[src/safety_card_cfg.svh]
// Offsets, field positions and reset values of the safety card error block
`ifndef SAFETY_CARD_CFG_SVH
`define SAFETY_CARD_CFG_SVH
// ****************************************************************
// Register byte addresses
// ****************************************************************
`define REG_CONTROL        12'h000
`define REG_STATUS         12'h004
`define REG_FAULT_SET      12'h008
`define REG_MODULE_ACK     12'h00c
`define REG_IMAGE_FLAGS    12'h010
`define REG_ENC_ANGLE      12'h014
`define REG_TORQUE_CUR     12'h018
`define REG_FIELD_CUR      12'h01c
`define REG_DRIVE_REQ      12'h020
`define REG_SAFE_ADDR      12'h024
`define REG_IMAGE_SIZE     12'h028
// ****************************************************************
// Field positions
// ****************************************************************
`define CTRL_TORQUE_EN_BIT 0
`define FLT_TRANSIENT_BIT  0
`define FLT_INTEGRITY_BIT  1
`define FLT_ENC_LIFE_BIT   2
`define FLT_SELFDIAG_BIT   3
`define IMG_PATH_ERR_BIT   0
`define IMG_AXIS_EN_BIT    1
`define IMG_BRAKE_ERR_BIT  2
`define IMG_BRAKE_REQ_BIT  3
`define IMG_ENC_LOW_BIT    16
`define IMG_ENC_HIGH_BIT   17
`define IMG_ENC_ERR_BIT    18
`define IMG_ENC_ON_BIT     19
`define DRV_RUN_BIT        0
`define DRV_ACK_BIT        1
// ****************************************************************
// Reset values and sizes
// ****************************************************************
`define SAFE_ADDR_RESET    16'h0001
`define IMAGE_IN_BYTES     8'h07
`define IMAGE_OUT_BYTES    8'h07
`define IMAGE_USAGE_BYTES  8'h02
`define MODULE_COUNT       4
`endif

[src/safety_card_pkg.sv]
// Types of the safety card error block
package safety_card_pkg;
    typedef enum logic [1:0] {
        CARD_RUN      = 2'b00,
        CARD_SHUTDOWN = 2'b01,
        CARD_FAULT    = 2'b10
    } card_state_t;
    typedef logic [3:0] module_mask_t;
endpackage

[src/input_sync.sv]
// Two flip-flop synchroniser for a vector of pin inputs
`timescale 1ns/10ps
module input_sync #(
    parameter int WIDTH = 1
) (
    // System
    input  wire logic             clock,
    input  wire logic             rst_n,
    // Data
    input  wire logic [WIDTH-1:0] async_in,
    output logic      [WIDTH-1:0] sync_out
);
    logic [WIDTH-1:0] meta_q;

    always_ff @(posedge clock or negedge rst_n) begin
        if (!rst_n) begin
            meta_q   <= '0;
            sync_out <= '0;
        end else begin
            meta_q   <= async_in;
            sync_out <= meta_q;
        end
    end
endmodule

[src/safety_card_error_state.sv]
// Fault reaction state and process image mapping of a drive safety card
//
// Local design decisions: the placing of the registers and the APB slave port.
`timescale 1ns/10ps
`include "safety_card_cfg.svh"
// Function
// - Self-diagnosis fault forces safe torque state
// - Transient fault enters whole-card shutdown
// - Shutdown left only by power-on reset or by an integrity error
// - Integrity error enters permanent fault
// - Software error shuts only that module
// - Acknowledge request clears module shutdown (here only while card_state is CARD_RUN)
// - Encoder service life expiry raises error
// - Safe address is 1 after delivery
// - Input image 7 bytes, 2 usage
// - Output image 7 bytes, 2 usage
// - Input bit 0.0 enables torque outputs
// - Output bit 0.0 reports torque-off state
// - Local bit 0.0 flags switch-off path error
// - Local bit 0.1 true while axis enabled
// - Local bit 0.2 flags brake control error
// - Bits 2.0-2.2 flag encoder supply errors
// - Bytes 4-5 encoder supply millivolts
// - Bytes 6-7 rotor electrical angle
// - Bytes 8-15 torque and field currents
// - Bits 16.0, 16.1 mirror run, acknowledge
module safety_card_error_state (
    // System
    input  wire logic                         clock,
    input  wire logic                         rst_n,
    // APB slave
    input  wire logic                         psel,
    input  wire logic                         penable,
    input  wire logic                         pwrite,
    input  wire logic [11:0]                  paddr,
    input  wire logic [31:0]                  pwdata,
    output logic      [31:0]                  prdata,
    output logic                              pready,
    output logic                              pslverr,
    // Fault detectors (pins)
    input  wire logic                         supply_fault_in,
    input  wire logic                         integrity_fault_in,
    input  wire logic                         selfdiag_fault_in,
    input  wire logic                         encoder_life_expired_in,
    input  wire logic [3:0]                   module_sw_fault_in,
    // Drive and path status (pins)
    input  wire logic                         switch_off_path_error,
    input  wire logic                         brake_control_error,
    input  wire logic                         drive_brake_release_request,
    input  wire logic                         encoder_supply_low_flag,
    input  wire logic                         encoder_supply_high_flag,
    input  wire logic                         encoder_supply_error_flag,
    input  wire logic                         drive_encoder_on_request,
    input  wire logic [15:0]                  encoder_supply_millivolts,
    input  wire logic [15:0]                  rotor_electrical_angle,
    input  wire logic [31:0]                  torque_current_value,
    input  wire logic [31:0]                  field_current_value,
    input  wire logic                         drive_run_bit,
    input  wire logic                         drive_error_ack_bit,
    // Outputs
    output logic                              torque_path1_enable,
    output logic                              torque_path2_enable,
    output logic                              torque_off_state_report,
    output safety_card_pkg::card_state_t      card_state,
    output safety_card_pkg::module_mask_t     module_shutdown
);
    import safety_card_pkg::*;

    // ****************************************************************
    // Input synchronisers
    // ****************************************************************
    localparam int SYNC_W = 24 + 96;
    logic [SYNC_W-1:0] raw_in;
    logic [SYNC_W-1:0] sync_in;

    assign raw_in = {supply_fault_in, integrity_fault_in, selfdiag_fault_in, encoder_life_expired_in,
                     module_sw_fault_in, switch_off_path_error, brake_control_error,
                     drive_brake_release_request, encoder_supply_low_flag, encoder_supply_high_flag,
                     encoder_supply_error_flag, drive_encoder_on_request, drive_run_bit,
                     drive_error_ack_bit, 7'h0, encoder_supply_millivolts, rotor_electrical_angle,
                     torque_current_value, field_current_value};

    input_sync #(
        .WIDTH    (SYNC_W)
    ) u_sync (
        .clock    (clock),
        .rst_n    (rst_n),
        .async_in (raw_in),
        .sync_out (sync_in)
    );

    wire logic        s_transient   = sync_in[119];
    wire logic        s_integrity   = sync_in[118];
    wire logic        s_selfdiag    = sync_in[117];
    wire logic        s_enc_life    = sync_in[116];
    wire logic [3:0]  s_module_err  = sync_in[115:112];
    wire logic        s_path_err    = sync_in[111];
    wire logic        s_brake_err   = sync_in[110];
    wire logic        s_brake_req   = sync_in[109];
    wire logic        s_enc_low     = sync_in[108];
    wire logic        s_enc_high    = sync_in[107];
    wire logic        s_enc_err     = sync_in[106];
    wire logic        s_enc_on      = sync_in[105];
    wire logic        s_run         = sync_in[104];
    wire logic        s_ack         = sync_in[103];
    wire logic [15:0] s_enc_mv      = sync_in[95:80];
    wire logic [15:0] s_angle       = sync_in[79:64];
    wire logic [31:0] s_iq          = sync_in[63:32];
    wire logic [31:0] s_id          = sync_in[31:0];

    // ****************************************************************
    // Register bus decode
    // ****************************************************************
    logic        torque_req_q;
    logic        torque_req_d;
    logic [3:0]  sw_fault_q;
    logic [3:0]  sw_fault_d;
    logic [15:0] safe_addr_q;
    logic [15:0] safe_addr_d;
    logic        ack_prev_q;
    card_state_t state_d;
    logic [3:0]  mod_d;

    wire logic access    = psel && penable;
    wire logic wr_access = access && pwrite;
    wire logic rd_access = access && !pwrite;
    wire logic wr_ctrl   = wr_access && (paddr == `REG_CONTROL);
    wire logic wr_fault  = wr_access && (paddr == `REG_FAULT_SET);
    wire logic wr_ack    = wr_access && (paddr == `REG_MODULE_ACK);
    wire logic wr_addr   = wr_access && (paddr == `REG_SAFE_ADDR);

    function automatic logic addr_mapped(input logic [11:0] a);
        addr_mapped = (a[1:0] == 2'h0) && (a <= `REG_IMAGE_SIZE);
    endfunction

    function automatic logic addr_writable(input logic [11:0] a);
        addr_writable = (a == `REG_CONTROL) || (a == `REG_FAULT_SET) ||
                        (a == `REG_MODULE_ACK) || (a == `REG_SAFE_ADDR);
    endfunction

    // Judged in the setup cycle so the error stands with pready
    wire logic bad_access = psel && !penable && (!addr_mapped(paddr) || (pwrite && !addr_writable(paddr)));

    // ****************************************************************
    // Error sources
    // ****************************************************************
    // Software-injected faults join the pin detectors
    wire logic transient_hit = s_transient || (wr_fault && pwdata[`FLT_TRANSIENT_BIT]);
    wire logic integrity_hit = s_integrity || (wr_fault && pwdata[`FLT_INTEGRITY_BIT]);
    wire logic diag_hit      = s_selfdiag || s_enc_life || (wr_fault && pwdata[`FLT_SELFDIAG_BIT]) ||
                               (wr_fault && pwdata[`FLT_ENC_LIFE_BIT]);

    // Acknowledge from drive control word rising edge or register write
    wire logic       ack_edge  = s_ack && !ack_prev_q;
    wire logic [3:0] ack_mask  = (ack_edge ? 4'hf : 4'h0) | (wr_ack ? pwdata[3:0] : 4'h0);

    // ****************************************************************
    // Card state
    // ****************************************************************
    // Fault is terminal; shutdown returns to run only by reset, integrity error moves it to fault
    always_comb begin
        state_d = card_state;
        unique case (card_state)
            CARD_RUN: begin
                if (integrity_hit) begin
                    state_d = CARD_FAULT;
                end else if (transient_hit || diag_hit) begin
                    state_d = CARD_SHUTDOWN;
                end
            end
            CARD_SHUTDOWN: begin
                if (integrity_hit) begin
                    state_d = CARD_FAULT;
                end else begin
                    state_d = CARD_SHUTDOWN;
                end
            end
            CARD_FAULT: begin
                state_d = CARD_FAULT;
            end
            default: begin
                state_d = CARD_FAULT;
            end
        endcase
    end

    // New software errors win over a simultaneous acknowledge
    assign sw_fault_d = s_module_err;
    assign mod_d      = (card_state == CARD_RUN) ? ((module_shutdown & ~ack_mask) | sw_fault_q) : module_shutdown;

    wire logic card_ok = (state_d == CARD_RUN);
    assign torque_req_d = wr_ctrl ? pwdata[`CTRL_TORQUE_EN_BIT] : torque_req_q;
    wire logic paths_on = card_ok && torque_req_d;
    assign safe_addr_d  = wr_addr ? pwdata[15:0] : safe_addr_q;

    // Reset leaves even the permanent fault: card_state loads CARD_RUN
    always_ff @(posedge clock or negedge rst_n) begin
        if (!rst_n) begin
            card_state <= CARD_RUN;
            module_shutdown <= 4'h0;
        end else begin
            card_state <= state_d;
            module_shutdown <= mod_d;
        end
    end

    always_ff @(posedge clock or negedge rst_n) begin
        if (!rst_n) begin
            torque_req_q <= 1'b0;
            sw_fault_q   <= 4'h0;
            ack_prev_q   <= 1'b0;
            safe_addr_q  <= `SAFE_ADDR_RESET;
        end else begin
            torque_req_q <= torque_req_d;
            sw_fault_q   <= sw_fault_d;
            ack_prev_q   <= s_ack;
            safe_addr_q  <= safe_addr_d;
        end
    end

    always_ff @(posedge clock or negedge rst_n) begin
        if (!rst_n) begin
            torque_path1_enable     <= 1'b0;
            torque_path2_enable     <= 1'b0;
            torque_off_state_report <= 1'b0;
        end else begin
            torque_path1_enable     <= paths_on;
            torque_path2_enable     <= paths_on;
            torque_off_state_report <= paths_on;
        end
    end

    // ****************************************************************
    // Process image read mux
    // ****************************************************************
    logic [31:0] img_flags;
    always_comb begin
        img_flags = 32'h0;
        img_flags[`IMG_PATH_ERR_BIT]  = s_path_err;
        img_flags[`IMG_AXIS_EN_BIT]   = torque_path1_enable;
        img_flags[`IMG_BRAKE_ERR_BIT] = s_brake_err;
        img_flags[`IMG_BRAKE_REQ_BIT] = s_brake_req;
        img_flags[`IMG_ENC_LOW_BIT]   = s_enc_low;
        img_flags[`IMG_ENC_HIGH_BIT]  = s_enc_high;
        img_flags[`IMG_ENC_ERR_BIT]   = s_enc_err;
        img_flags[`IMG_ENC_ON_BIT]    = s_enc_on;
    end

    wire logic [31:0] status_word = {24'h0, module_shutdown, 1'b0, torque_off_state_report, card_state};
    wire logic [31:0] drive_word  = {30'h0, s_ack, s_run};
    wire logic [31:0] angle_word  = {s_angle, s_enc_mv};
    wire logic [31:0] size_word   = {8'h0, `IMAGE_USAGE_BYTES, `IMAGE_OUT_BYTES, `IMAGE_IN_BYTES};

    logic [31:0] rd_mux;
    always_comb begin
        unique case (paddr)
            `REG_CONTROL:     rd_mux = {31'h0, torque_req_q};
            `REG_STATUS:      rd_mux = status_word;
            `REG_MODULE_ACK:  rd_mux = {28'h0, module_shutdown};
            `REG_IMAGE_FLAGS: rd_mux = img_flags;
            `REG_ENC_ANGLE:   rd_mux = angle_word;
            `REG_TORQUE_CUR:  rd_mux = s_iq;
            `REG_FIELD_CUR:   rd_mux = s_id;
            `REG_DRIVE_REQ:   rd_mux = drive_word;
            `REG_SAFE_ADDR:   rd_mux = {16'h0, safe_addr_q};
            `REG_IMAGE_SIZE:  rd_mux = size_word;
            default:          rd_mux = 32'h0;
        endcase
    end

    // ****************************************************************
    // APB answer
    // ****************************************************************
    always_ff @(posedge clock or negedge rst_n) begin
        if (!rst_n) begin
            prdata  <= 32'h0;
            pready  <= 1'b0;
            pslverr <= 1'b0;
        end else begin
            prdata  <= (psel && !penable && !pwrite) ? rd_mux : (rd_access ? prdata : 32'h0);
            pready  <= psel && !penable;
            pslverr <= bad_access;
        end
    end
endmodule

[config.mk]
export PLATFORM = sky130hd
export DESIGN_NAME = safety_card_error_state
export DESIGN_NICKNAME = d
export VERILOG_FILES = /design/src/safety_card_pkg.sv /design/src/input_sync.sv /design/src/safety_card_error_state.sv
export VERILOG_INCLUDE_DIRS = /design/src
export SDC_FILE = /design/constraint.sdc
export NUM_CORES = 1
export LEC_CHECK = 0
export ABC_AREA = 0
export BUFFER_PORTS_ARGS = -buffer_cell sky130_fd_sc_hd__buf_4
export CELL_PAD_IN_SITES_DETAIL_PLACEMENT = 0
export CELL_PAD_IN_SITES_GLOBAL_PLACEMENT = 1
export CORE_ASPECT_RATIO = 0.7
export CORE_MARGIN = 5
export CORE_UTILIZATION = 40
export DETAILED_ROUTE_END_ITERATION = 10
export PLACE_DENSITY_LB_ADDON = 0.12
export SLEW_MARGIN = 20
export SYNTH_ARGS = -nofsm -noshare
export SYNTH_HDL_FRONTEND = slang
export SYNTH_SLANG_ARGS = --single-unit
[constraint.sdc]
create_clock -name clock -period 1.35 [get_ports clock]
set_input_delay 0.27 -clock clock [delete_from_list [all_inputs] [get_ports clock]]
set_output_delay 0.27 -clock clock [all_outputs]
set_load 0.01 [all_outputs]
==> After elaboration in Yosys (flattened, before gate mapping) <==
Index checks and enable logic that the tools add are counted.
W data, S select, Z words.
{ "op_classes": {"n_lt_le_gt_ge": 1, "n_eq_ne": 12, "n_mux": 10, "bitwise": 4, "n_reduce_logical": 37} }
{ "ops": {"columns": ["operator", "count"], "rows": [
  ["$pmux W32 S10", 1],
  ["$mux W32", 2],
  ["$eq A12 B5 Y1 const B", 4],
  ["$eq A12 B6 Y1 const B", 3],
  ["$eq A12 B4 Y1 const B", 2],
  ["$logic_and A1 B1 Y1", 18],
  ["$eq A12 B3 Y1 const B", 1],
  ["$le A12 B6 Y1 const B", 1],
  ["$logic_not A12 Y1", 1],
  ["$logic_or A1 B1 Y1", 10],
  ["$mux W4", 2],
  ["$or A4 B4 Y4", 2],
  ["$logic_not A2 Y1", 3],
  ["$mux W2", 3],
  ["$logic_not A1 Y1", 5],
  ["$and A4 B4 Y4", 1],
  ["$not A4 Y4", 1],
  ["$pmux W2 S2", 1],
  ["$eq A2 B1 Y1 const B", 1],
  ["$ne A2 B1 Y1 const B", 1],
  ["$mux W1", 1]
]} }
{ "word_totals": {"ff_bits": 289} }

==> Depth between registers and ports, before layout <==
Gate-level depths: netlist (run 1).
{ "depth": {"depth_word": 12, "mapped_depth": 7} }

==> Modules after synthesis <==
A second synthesis (run 1) with hierarchy kept.
{ "unflattened": {"cells_unflattened": 591, "area_unflattened_um2": 9766.9} }
{ "modules_own_cells": {"columns": ["module", "instances", "cells_per_inst", "area_each_um2", "seq_area_each_um2"], "rows": [
  ["input_sync", 1, 240, 6005.8, 6005.8],
  ["safety_card_error_state", 1, 351, 3761.1, 1577.8]
]} }

==> Least setup slack after synthesis (run 1) <==
Ideal clock, no wire load.
{ "synth_timing": {"kind": "input -> register", "start": "input port paddr[6]", "end": "register safe_addr_q[10]", "setup_time_ns": 0.125, "arrival_ns": 1.784, "t_required_ns": 1.225, "slack_ns": -0.559, "path_stages": 7, "n_path_buf": 3, "cell_sequence": "or4b_1 -> buf_6 -> nor2_8 -> and3b_1 -> buf_6 -> buf_12 -> mux2_4"} }
{ "synth_via": {"elab_chain_len": 2} }
{ "synth_lines": {"columns": ["item", "line_no", "source"], "rows": [
  ["start, declared", "safety_card_error_state.sv:35", "input wire logic [11:0] paddr,"],
  ["$eq A12 B6 Y1", null, null],
  ["$logic_and A1 B1 Y1", "safety_card_error_state.sv:130", "wire logic wr_addr = wr_access && (paddr == `REG_SAFE_ADDR);"],
  ["end signal, assigned", "safety_card_error_state.sv:212", "safe_addr_q <= `SAFE_ADDR_RESET;"],
  ["end signal, assigned", "safety_card_error_state.sv:217", "safe_addr_q <= safe_addr_d;"],
  ["end, declared", "safety_card_error_state.sv:118", "logic [15:0] safe_addr_q;"]
]} }
Every way passes these cells.
A chain may end at the register's enable or synchronous reset.

==> Final worst setup path (run 1) <==
{ "layout_timing": {"start": "register torque_off_state_report", "end": "register prdata[2]"} }
{ "layout_via": {"elab_chain_len": 2} }
{ "layout_lines": {"columns": ["item", "line_no", "source"], "rows": [
  ["start, declared", "safety_card_error_state.sv:63", "output logic torque_off_state_report,"],
  ["start signal, assigned", "safety_card_error_state.sv:229", "torque_off_state_report <= paths_on;"],
  ["$pmux W32 S10", "safety_card_error_state.sv:256", "unique case (paddr)"],
  ["$mux W32", "safety_card_error_state.sv:280", "prdata <= (psel && !penable && !pwrite) ? rd_mux : (rd_access ? prdata : 32'h0);"],
  ["end signal, assigned", "safety_card_error_state.sv:280", null],
  ["end, declared", "safety_card_error_state.sv:37", "output logic [31:0] prdata,"]
]} }
Every way passes these cells.

==> metrics.txt, run 1 <==
status=finished, violations left; failing checks=negative setup slack; max-cap violations=0; Synth Instances=551; # rows=46; Chip Width=192.0 um; clk_skew=0.008608 ns; fin. max-slew vios=0; FF+latch area=7233 um2; pin count of the biggest net entering global routing=46; worst hold path endpoint=pslverr; multi-input logic area=2023 um2; Synth top cells by count=dfrtp_1 (288), a22o_1 (46), mux2_2 (23); Worst-Skew Late Latency=0.53 ns; syn avg cell area=16.83 um2; CP Max Fanout=2; H-tree level count=1; Max VDD drop=1068 uV; largest family of logic cells by synthesized area=compound AO/OA/AOI/OAI gates; reg-to-reg startpoint=torque_off_state_report; WS Path Type=reg2reg; unrepaired setup endpoints after global routing=yes; Inserted Clock Buffers=28; Worst slew margin=36.63%; GR Overflow Total=0; dominant cell by count in the synthesized netlist=dfrtp_1; Initial DRC Count=384; Initial Util=40.78%; clock-pin slew on the worst setup and hold paths=0.06 ns; clock tree buffer depth=3; gr usage total=18.33%; EDFF count, synth=0; Die Ht=137.4 um; reg-to-reg endpoint=prdata[2]; WP data required=1.76 ns; CTS tree=built; fin nets=1129; Power Dens Cells=1288 nW/um2; library cells used by synthesis=49; Post-Synth Adder-Cell Area=0%; Port Buf Inserts=188; Worst R2R Path Depth=5; Setup TNS=-1.015 ns; top cell type's share of synthesized area=77.73%; Fmax=649.4 MHz; via/cell ratio=4.696; count of final hold-check violations=0; drt total wl=23890 um; setup ws final=-0.1899 ns; CP Capture Type=flip-flop; first-pass GRT wire length=37320 um; share of layout cells above drive strength 1=40.04%; IO Pins=205; ys flop type=dfrtp_1; fin crit period=1.540 ns; Synth Area in XOR/XNOR=0.09447%; Seq cells post-synth=289; GP Congestion=0.8737; Ys Warns=0; Mapped Nets=713; Worst Hold Depth=3; final antenna-violating net count=0; Area Overhead vs Synth=54.70%; Placement Cell Area=11630 um2; Hold Startpoint=penable; DP HPWL=16450 um; Simple-Gate Fraction of Synth Area=4.696%; Period Utilization, post-route=114.1%; TritonRoute pass-1 iters=5; Synth Area in Compound Gates=8.394%; CTS root buf=clkbuf_16; largest area contributor in the netlist=dfrtp_1; Worst EP arrival=1.95 ns; mapped cell area=9271 um2; Static Leak=6.692 nW; synth top area cells=dfrtp_1 (78%), a22o_1 (4.3%), mux2_2 (2.8%), mux2_4 (1.6%), mux4_2 (1.5%); DRC violations left=0; initial antenna violation count=2; Fillers=1713; fin area=14340 um2; setup violators final=20; CTS sink count=289; Seq/Total Area, Yosys=78.02%; Die Area=26370 um2; startpoint types=flip-flop; FF-to-FF setup slack=-0.19 ns; HP Class=in2reg; Worst Max-Slew Pin Slew=0.9484 ns; DR vias=6119; DR WL/cell=18.33 um; Pwr Total=0.01847 W; multiplexer share of the synthesized area=7.058%; core area=22730 um2; number of global-route vias before repair=6695; ys async rst share=100.0%
[layout by cell type, fill, tap and decap left out, types with 8 or more instances in the layout]
master and n:
mux2_2 16, buf_4 229, nor2_1 16, dfrtp_1 288, a21oi_1 8, mux2_4 17
a22oi_1 8, buf_6 48, nand3_1 8, dlygate4sd3_1 129, nand2_1 21, clkbuf_16 28
a22o_1 46, mux2i_1 9, o21ai_0 8
[critical path, cell delays in order, from the launching register on]
cell and delay [ns]:
dfrtp_1 0.42, mux2_4 0.30, a22oi_2 0.13, nor3_1 0.08
a221o_2 0.29, a22o_1 0.20
[per-stage QoR]
step / std cells / setup WS (ns) / util (%) / hold WS (ns)
after global placement: 1096 / -0.6174 / 51.14 / 0.1800
after CTS: 1298 / -0.1493 / 62.74 / 0.007284
after floorplan: 551 / -0.5388 / - / -0.02559
final: 1303 / -0.1899 / 63.09 / 0.02707
after detailed placement: 1096 / -0.6561 / 51.14 / 0.1842
after global routing: 1303 / -0.2313 / 63.09 / 0.01739
[worst max-delay path by stage]
stage	from	to
finish	torque_off_state_report	prdata[2]
global route	torque_off_state_report	prdata[2]
CTS	torque_off_state_report	torque_path2_enable
detailed placement	paddr[6]	safe_addr_q[1]
global placement	paddr[6]	safe_addr_q[1]
floorplan	paddr[6]	safe_addr_q[10]
[state kept, by name (all words and copies together), names as in the netlist]
| register | cells |
|---|---|
| u_sync.meta_q | 113 |
| sw_fault_q | 4 |
| safe_addr_q | 16 |
| card_state | 2 |
| prdata | 32 |
| torque_off_state_report | 1 |
| ack_prev_q | 1 |
| torque_req_q | 1 |
| u_sync.sync_out | 113 |
| pready | 1 |
| module_shutdown | 4 |
| pslverr | 1 |
[power breakdown]
part	leakage [nW]	internal, W	switching [W]	total [W]
Combinational	2.72	0.000803	0.000582	0.00139
Sequential	3.49	0.00902	0.000111	0.00913
Clock	0.476	0.00482	0.00314	0.00796
[layout make-up]
cell class,instances,share of cell area [%]
Clock buffer,38,5.426
Antenna cell,2,0.03489
Sequential cell,289,50.43
Clock inverter,14,1.309
Multi-Input combinational cell,232,14.11
Tap cell,312,2.722
Timing Repair Buffer,415,25.94
Inverter,1,0.02617
[kinds of logic (layout without fill, tap and decap cells)]
kind of cell    count (synthesis)  after routing
flops                         289            289
xor+xnor                        1              1
simple gates                   82             82
other cells                     0              2
compound gates                 99             99
mux                            50             50
buf+inv                        30            468
[routing by layer]
metal | up-vias | part of all wire [%] | routed length [um] | global-route usage (%)
met4 | 0 | 1.8 | 440 | 3.828
met2 | 187 | 45 | 10820 | 28.31
met1 | 3083 | 46 | 10990 | 26.82
met5 | - | 0 | 0 | 0
met3 | 40 | 6.9 | 1638 | 4.433
li1 | 2809 | - | - | -
[what timing repair did]
action                                 4_1_cts  5_1_grt
endpoints found under the hold margin      396        0
setup endpoints to repair                   58       71
setup buffers                               22        3
pin swaps                                    4       10
gates resized for setup                     58       13
hold buffers                               129        0
Power figures use the tool's default switching activity.
==> run 2: changes to the inputs <==
PLACE_DENSITY_LB_ADDON = 0.05   (was 0.12)
==> metrics.txt, run 2 (same netlist as run 1, synthesis figures left out) <==
IO Pins=205; WP data required=1.79 ns; Port Buf Inserts=188; CP Max Fanout=1; fin. max-slew vios=0; Period Utilization, post-route=110.0%; startpoint types=flip-flop; gr usage total=18.86%; Initial Util=40.78%; Worst EP arrival=1.92 ns; WHS=0.03274 ns; Fillers=1664; drt total wl=24540 um; Cell Int Power=0.01466 W; clk_skew=0.01633 ns; Initial DRC Count=223; setup ws final=-0.1354 ns; Die Ht=137.4 um; count of final hold-check violations=0; Clock Power Share=43.3%; setup violators final=21; Gate power share=7.6%; CP Capture Type=flip-flop; CTS sink count=289; Inserted Clock Buffers=28; biggest regs=u_sync.meta_q: 113 flops, u_sync.sync_out: 113 flops, prdata: 32 flops; number of global-route vias before repair=6921; unrepaired setup endpoints after global routing=yes; commonest non-fill, non-tap cell in the layout=dfrtp_1; via/cell ratio=4.647; GP Congestion=0.8442; fin area=14500 um2; max-cap violations=0; final core utilization=63.79%; Area Overhead vs Synth=56.42%; WS Path Type=reg2reg; M3 GR Usage=3.799%; Worst slew margin=36.75%; sequential share of power=49.1%; DR vias=6101; Max VDD drop=860.0 uV; GR Overflow Total=0; Static Leak=6.768 nW; clock-pin slew on the worst setup and hold paths=0.07 ns; DR WL/cell=18.69 um; Power Dens Cells=1281 nW/um2; fin crit period=1.485 ns; switching power total=0.003907 W; met2 Usage GRT=31.02%; DP HPWL=16390 um; share of layout cells above drive strength 1=40.96%; commonest cells after routing, fill and taps aside=dfrtp_1 (287), buf_4 (237), dlygate4sd3_1 (130); pin count of the biggest net entering global routing=58; Net Sw Frac=21.04%; Pwr Total=0.01857 W; final antenna-violating net count=0; fin nets=1141; initial antenna violation count=0; CTS root buf=clkbuf_16; # rows=46; Placement Cell Area=11670 um2; GR peak layer=met2; status=finished, violations left; DRC violations left=0; TritonRoute pass-1 iters=4; H-tree level count=1; first-pass GRT wire length=38300 um; Worst-Skew Late Latency=0.54 ns; CTS tree=built; HP Class=in2reg; Antenna Cells=0; Fmax=673.2 MHz; failing checks=negative setup slack; clock tree buffer depth=3; Chip Width=192.0 um; core area=22730 um2; Die Area=26370 um2; met1 usage=26.34%; Worst Max-Slew Pin Slew=0.9466 ns
run 2: cell count changes in the layout (fill, tap and decap cells not counted), moves of 2 or more:
| cell | previous run | this run |
|---|---|---|
| buf_4 | 229 | 237 |
| diode_2 | 2 | 0 |
| o21ai_1 | 2 | 0 |
| buf_12 | 7 | 10 |
| clkinv_2 | 7 | 5 |
run 2: metal layers:
layer	vias up	part of all wire [%]
li1	2824	-
met1	3074	43
met2	162	48
met3	41	6.6
met4	0	1.8
met5	-	0
run 2: metrics by stage:
step	setup WS, ns	TNS, ns	instances
after detailed placement	-0.6312	-26.33	1098
after global placement	-0.5983	-25.26	1098
after global routing	-0.1881	-2.493	1313
final	-0.1354	-1.168	1313
after floorplan	-0.5388	-10.01	551
after CTS	-0.1790	-2.318	1299
run 2: worst max-delay path, cell delays in order, from the launching register on:
cell,delay [ns]
dfrtp_1,0.41
mux2i_2,0.19
o221ai_2,0.12
nor4b_2,0.16
or3_1,0.31
a22o_1,0.18
run 2: power by group through the flow:
| stage | combinational (W) | clock (W) | sequential, W |
|---|---|---|---|
| 3_5_place_dp | 0.00111 | 0 | 0.00928 |
| 5_1_grt | 0.00155 | 0.00860 | 0.00915 |
| 6_report | 0.00142 | 0.00803 | 0.00912 |
| 4_1_cts | 0.00142 | 0.00824 | 0.00912 |
| 2_1_floorplan | 0.000313 | 0 | 0.00923 |
| 3_3_place_gp | 0.00109 | 0 | 0.00927 |
run 2: path summary, 6_finish.rpt:
kind / end / cells after the start / slack, ns / from
min in group asynchronous: u_sync.sync_out[25] / 2 / 0.19 / rst_n
setup / recovery: prdata[0] / 5 / -0.14 / u_sync.sync_out[111]
hold reg to reg: u_sync.sync_out[37] / 0 / 0.34 / u_sync.meta_q[37]
max in group asynchronous: u_sync.sync_out[89] / 3 / 0.55 / rst_n
setup reg to reg: prdata[0] / 5 / -0.14 / u_sync.sync_out[111]
hold / removal: pslverr / 3 / 0.03 / penable
run 2: cell type report:
class / count / area (um2) / area share (%)
Sequential cell: 289 / 7234 / 49.88
Clock inverter: 13 / 186.4 / 1.285
Timing Repair Buffer: 427 / 3864 / 26.64
Clock buffer: 39 / 782.0 / 5.392
Tap cell: 312 / 390.4 / 2.692
Multi-Input combinational cell: 232 / 2042 / 14.08
Inverter: 1 / 3.754 / 0.02588
run 2: timing repair:
item | CTS | global route
setup buffers | 19 | 16
hold buffers | 130 | 0
pin swaps | 13 | 9
endpoints found under the hold margin | 417 | 0
gates cloned | 1 | 0
gates resized for setup | 55 | 19
setup endpoints to repair | 52 | 68
==> run 3: changes to the inputs <==
REMOVE_ABC_BUFFERS = 1   (was not set)
==> metrics.txt, run 3 (same netlist as run 1, synthesis figures left out) <==
Placed Cells=1087; Antenna Cells=0; Worst slew margin=33.74%; Period Utilization, post-route=110.5%; H-tree level count=1; fin. max-slew vios=0; core area=22730 um2; Max VDD drop=810.2 uV; Pwr Total=0.01841 W; CP Capture Type=flip-flop; Worst Hold Depth=2; clk_skew=0.008367 ns; commonest cells after routing, fill and taps aside=dfrtp_1 (288), buf_4 (230), dlygate4sd3_1 (130); failing checks=negative setup slack; GP Congestion=0.9330; startpoint types=flip-flop; CTS root buf=clkbuf_16; fin crit period=1.491 ns; first-pass GRT wire length=37240 um; Initial Util=40.78%; setup ws final=-0.1414 ns; pin count of the biggest net entering global routing=68; gr usage total=18.24%; initial antenna violation count=1; biggest regs=u_sync.meta_q: 113 flops, u_sync.sync_out: 113 flops, prdata: 32 flops; worst path cell trace=mux2i_2 -> o221ai_1 -> nor4b_2 -> or3_1 -> a22o_1; Worst EP arrival=1.91 ns; Chip Width=192.0 um; WS Path Type=reg2reg; reg-to-reg startpoint=u_sync.sync_out[111]; final antenna-violating net count=0; status=finished, violations left; crit path launch=u_sync.sync_out[111]; WP data required=1.77 ns; max-cap violations=0; IO Pins=205; fin nets=1127; # rows=46; drt total wl=23780 um; Area Overhead vs Synth=53.67%; Die Area=26370 um2; Power Dens Cells=1292 nW/um2; HP Class=in2reg; Die Ht=137.4 um; Worst R2R Path Depth=5; DP HPWL=16000 um; FF-to-FF setup slack=-0.14 ns; DR WL/cell=18.32 um; Worst-Skew Late Latency=0.53 ns; unrepaired setup endpoints after global routing=yes; Inserted Clock Buffers=28; DR vias=6049; TritonRoute pass-1 iters=4; Fmax=670.5 MHz; commonest non-fill, non-tap cell in the layout=dfrtp_1; reg-to-reg endpoint=prdata[0]; Worst Max-Slew Pin Slew=0.9916 ns; via/cell ratio=4.660; Static Leak=6.662 nW; clock tree buffer depth=3; Hold Startpoint=pwdata[0]; worst slack, placed=-0.7133 ns; Initial DRC Count=192; DRC violations left=0; Largest stage delay, worst path=0.38 ns; CP max stage cell=dfrtp_1; setup violators final=20; Finished Layout Cells=1298; GR Overflow Total=0; clock-pin slew on the worst setup and hold paths=0.06 ns; CTS tree=built; CTS sink count=289; CP Max Fanout=1; number of global-route vias before repair=6687; worst hold path endpoint=safe_addr_q[0]; share of layout cells above drive strength 1=38.95%; Port Buf Inserts=188; count of final hold-check violations=0
-- run 3: cell type report --
cell class	instances	area, um2
Multi-Input combinational cell	232	1953
Sequential cell	289	7233
Fill cell	1692	8487
Inverter	1	3.754
Timing Repair Buffer	413	3711
Clock inverter	8	117.6
Clock buffer	43	838.3
Tap cell	312	390.4
-- run 3: worst max path at each step --
stage | end | cells after the start
2_1_floorplan | prdata[16] | 5
6_report | prdata[0] | 5
4_1_cts | prdata[0] | 5
3_3_place_gp | safe_addr_q[1] | 6
5_1_grt | prdata[0] | 5
3_5_place_dp | safe_addr_q[4] | 6
-- run 3: repair_timing --
action | CTS | global route
gates resized for setup | 48 | 13
hold endpoints to repair | 417 | 0
pin swaps | 9 | 4
hold buffers | 130 | 0
setup buffers | 24 | 7
endpoints found under the setup margin | 55 | 67
gates cloned | 1 | 0
-- run 3: metrics by stage --
step                      TNS [ns]  util (%)  area (um2)  hold slack (ns)
final                       -1.503     62.67       14250          0.02617
after global routing        -2.624     62.67       14250          0.01797
after CTS                   -2.163     62.36       14180          0.01107
after detailed placement    -28.56     50.67       11520           0.1331
after global placement      -27.35     50.67       11520           0.1286
after floorplan             -42.15         -        9114         -0.02559
-- run 3: worst max-delay path: cells and delay by family, from the launching register on --
family	cells	cell delay [ns]
AND/OR/NAND/NOR	2	0.49
AO/OA/AOI/OAI	2	0.33
multiplexers	1	0.18
flip-flops	1	0.38
-- run 3: where the power goes --
group	switching, W	internal, W
Combinational	0.000565	0.000782
Clock	0.00312	0.00483
Sequential	0.000102	0.00901
-- run 3: metal layers --
metal / GRT usage [%] / routed length, um
met1: 26.66 / 10640
met2: 29.00 / 11150
met3: 3.521 / 1564
met4: 3.549 / 418
met5: 0 / 7
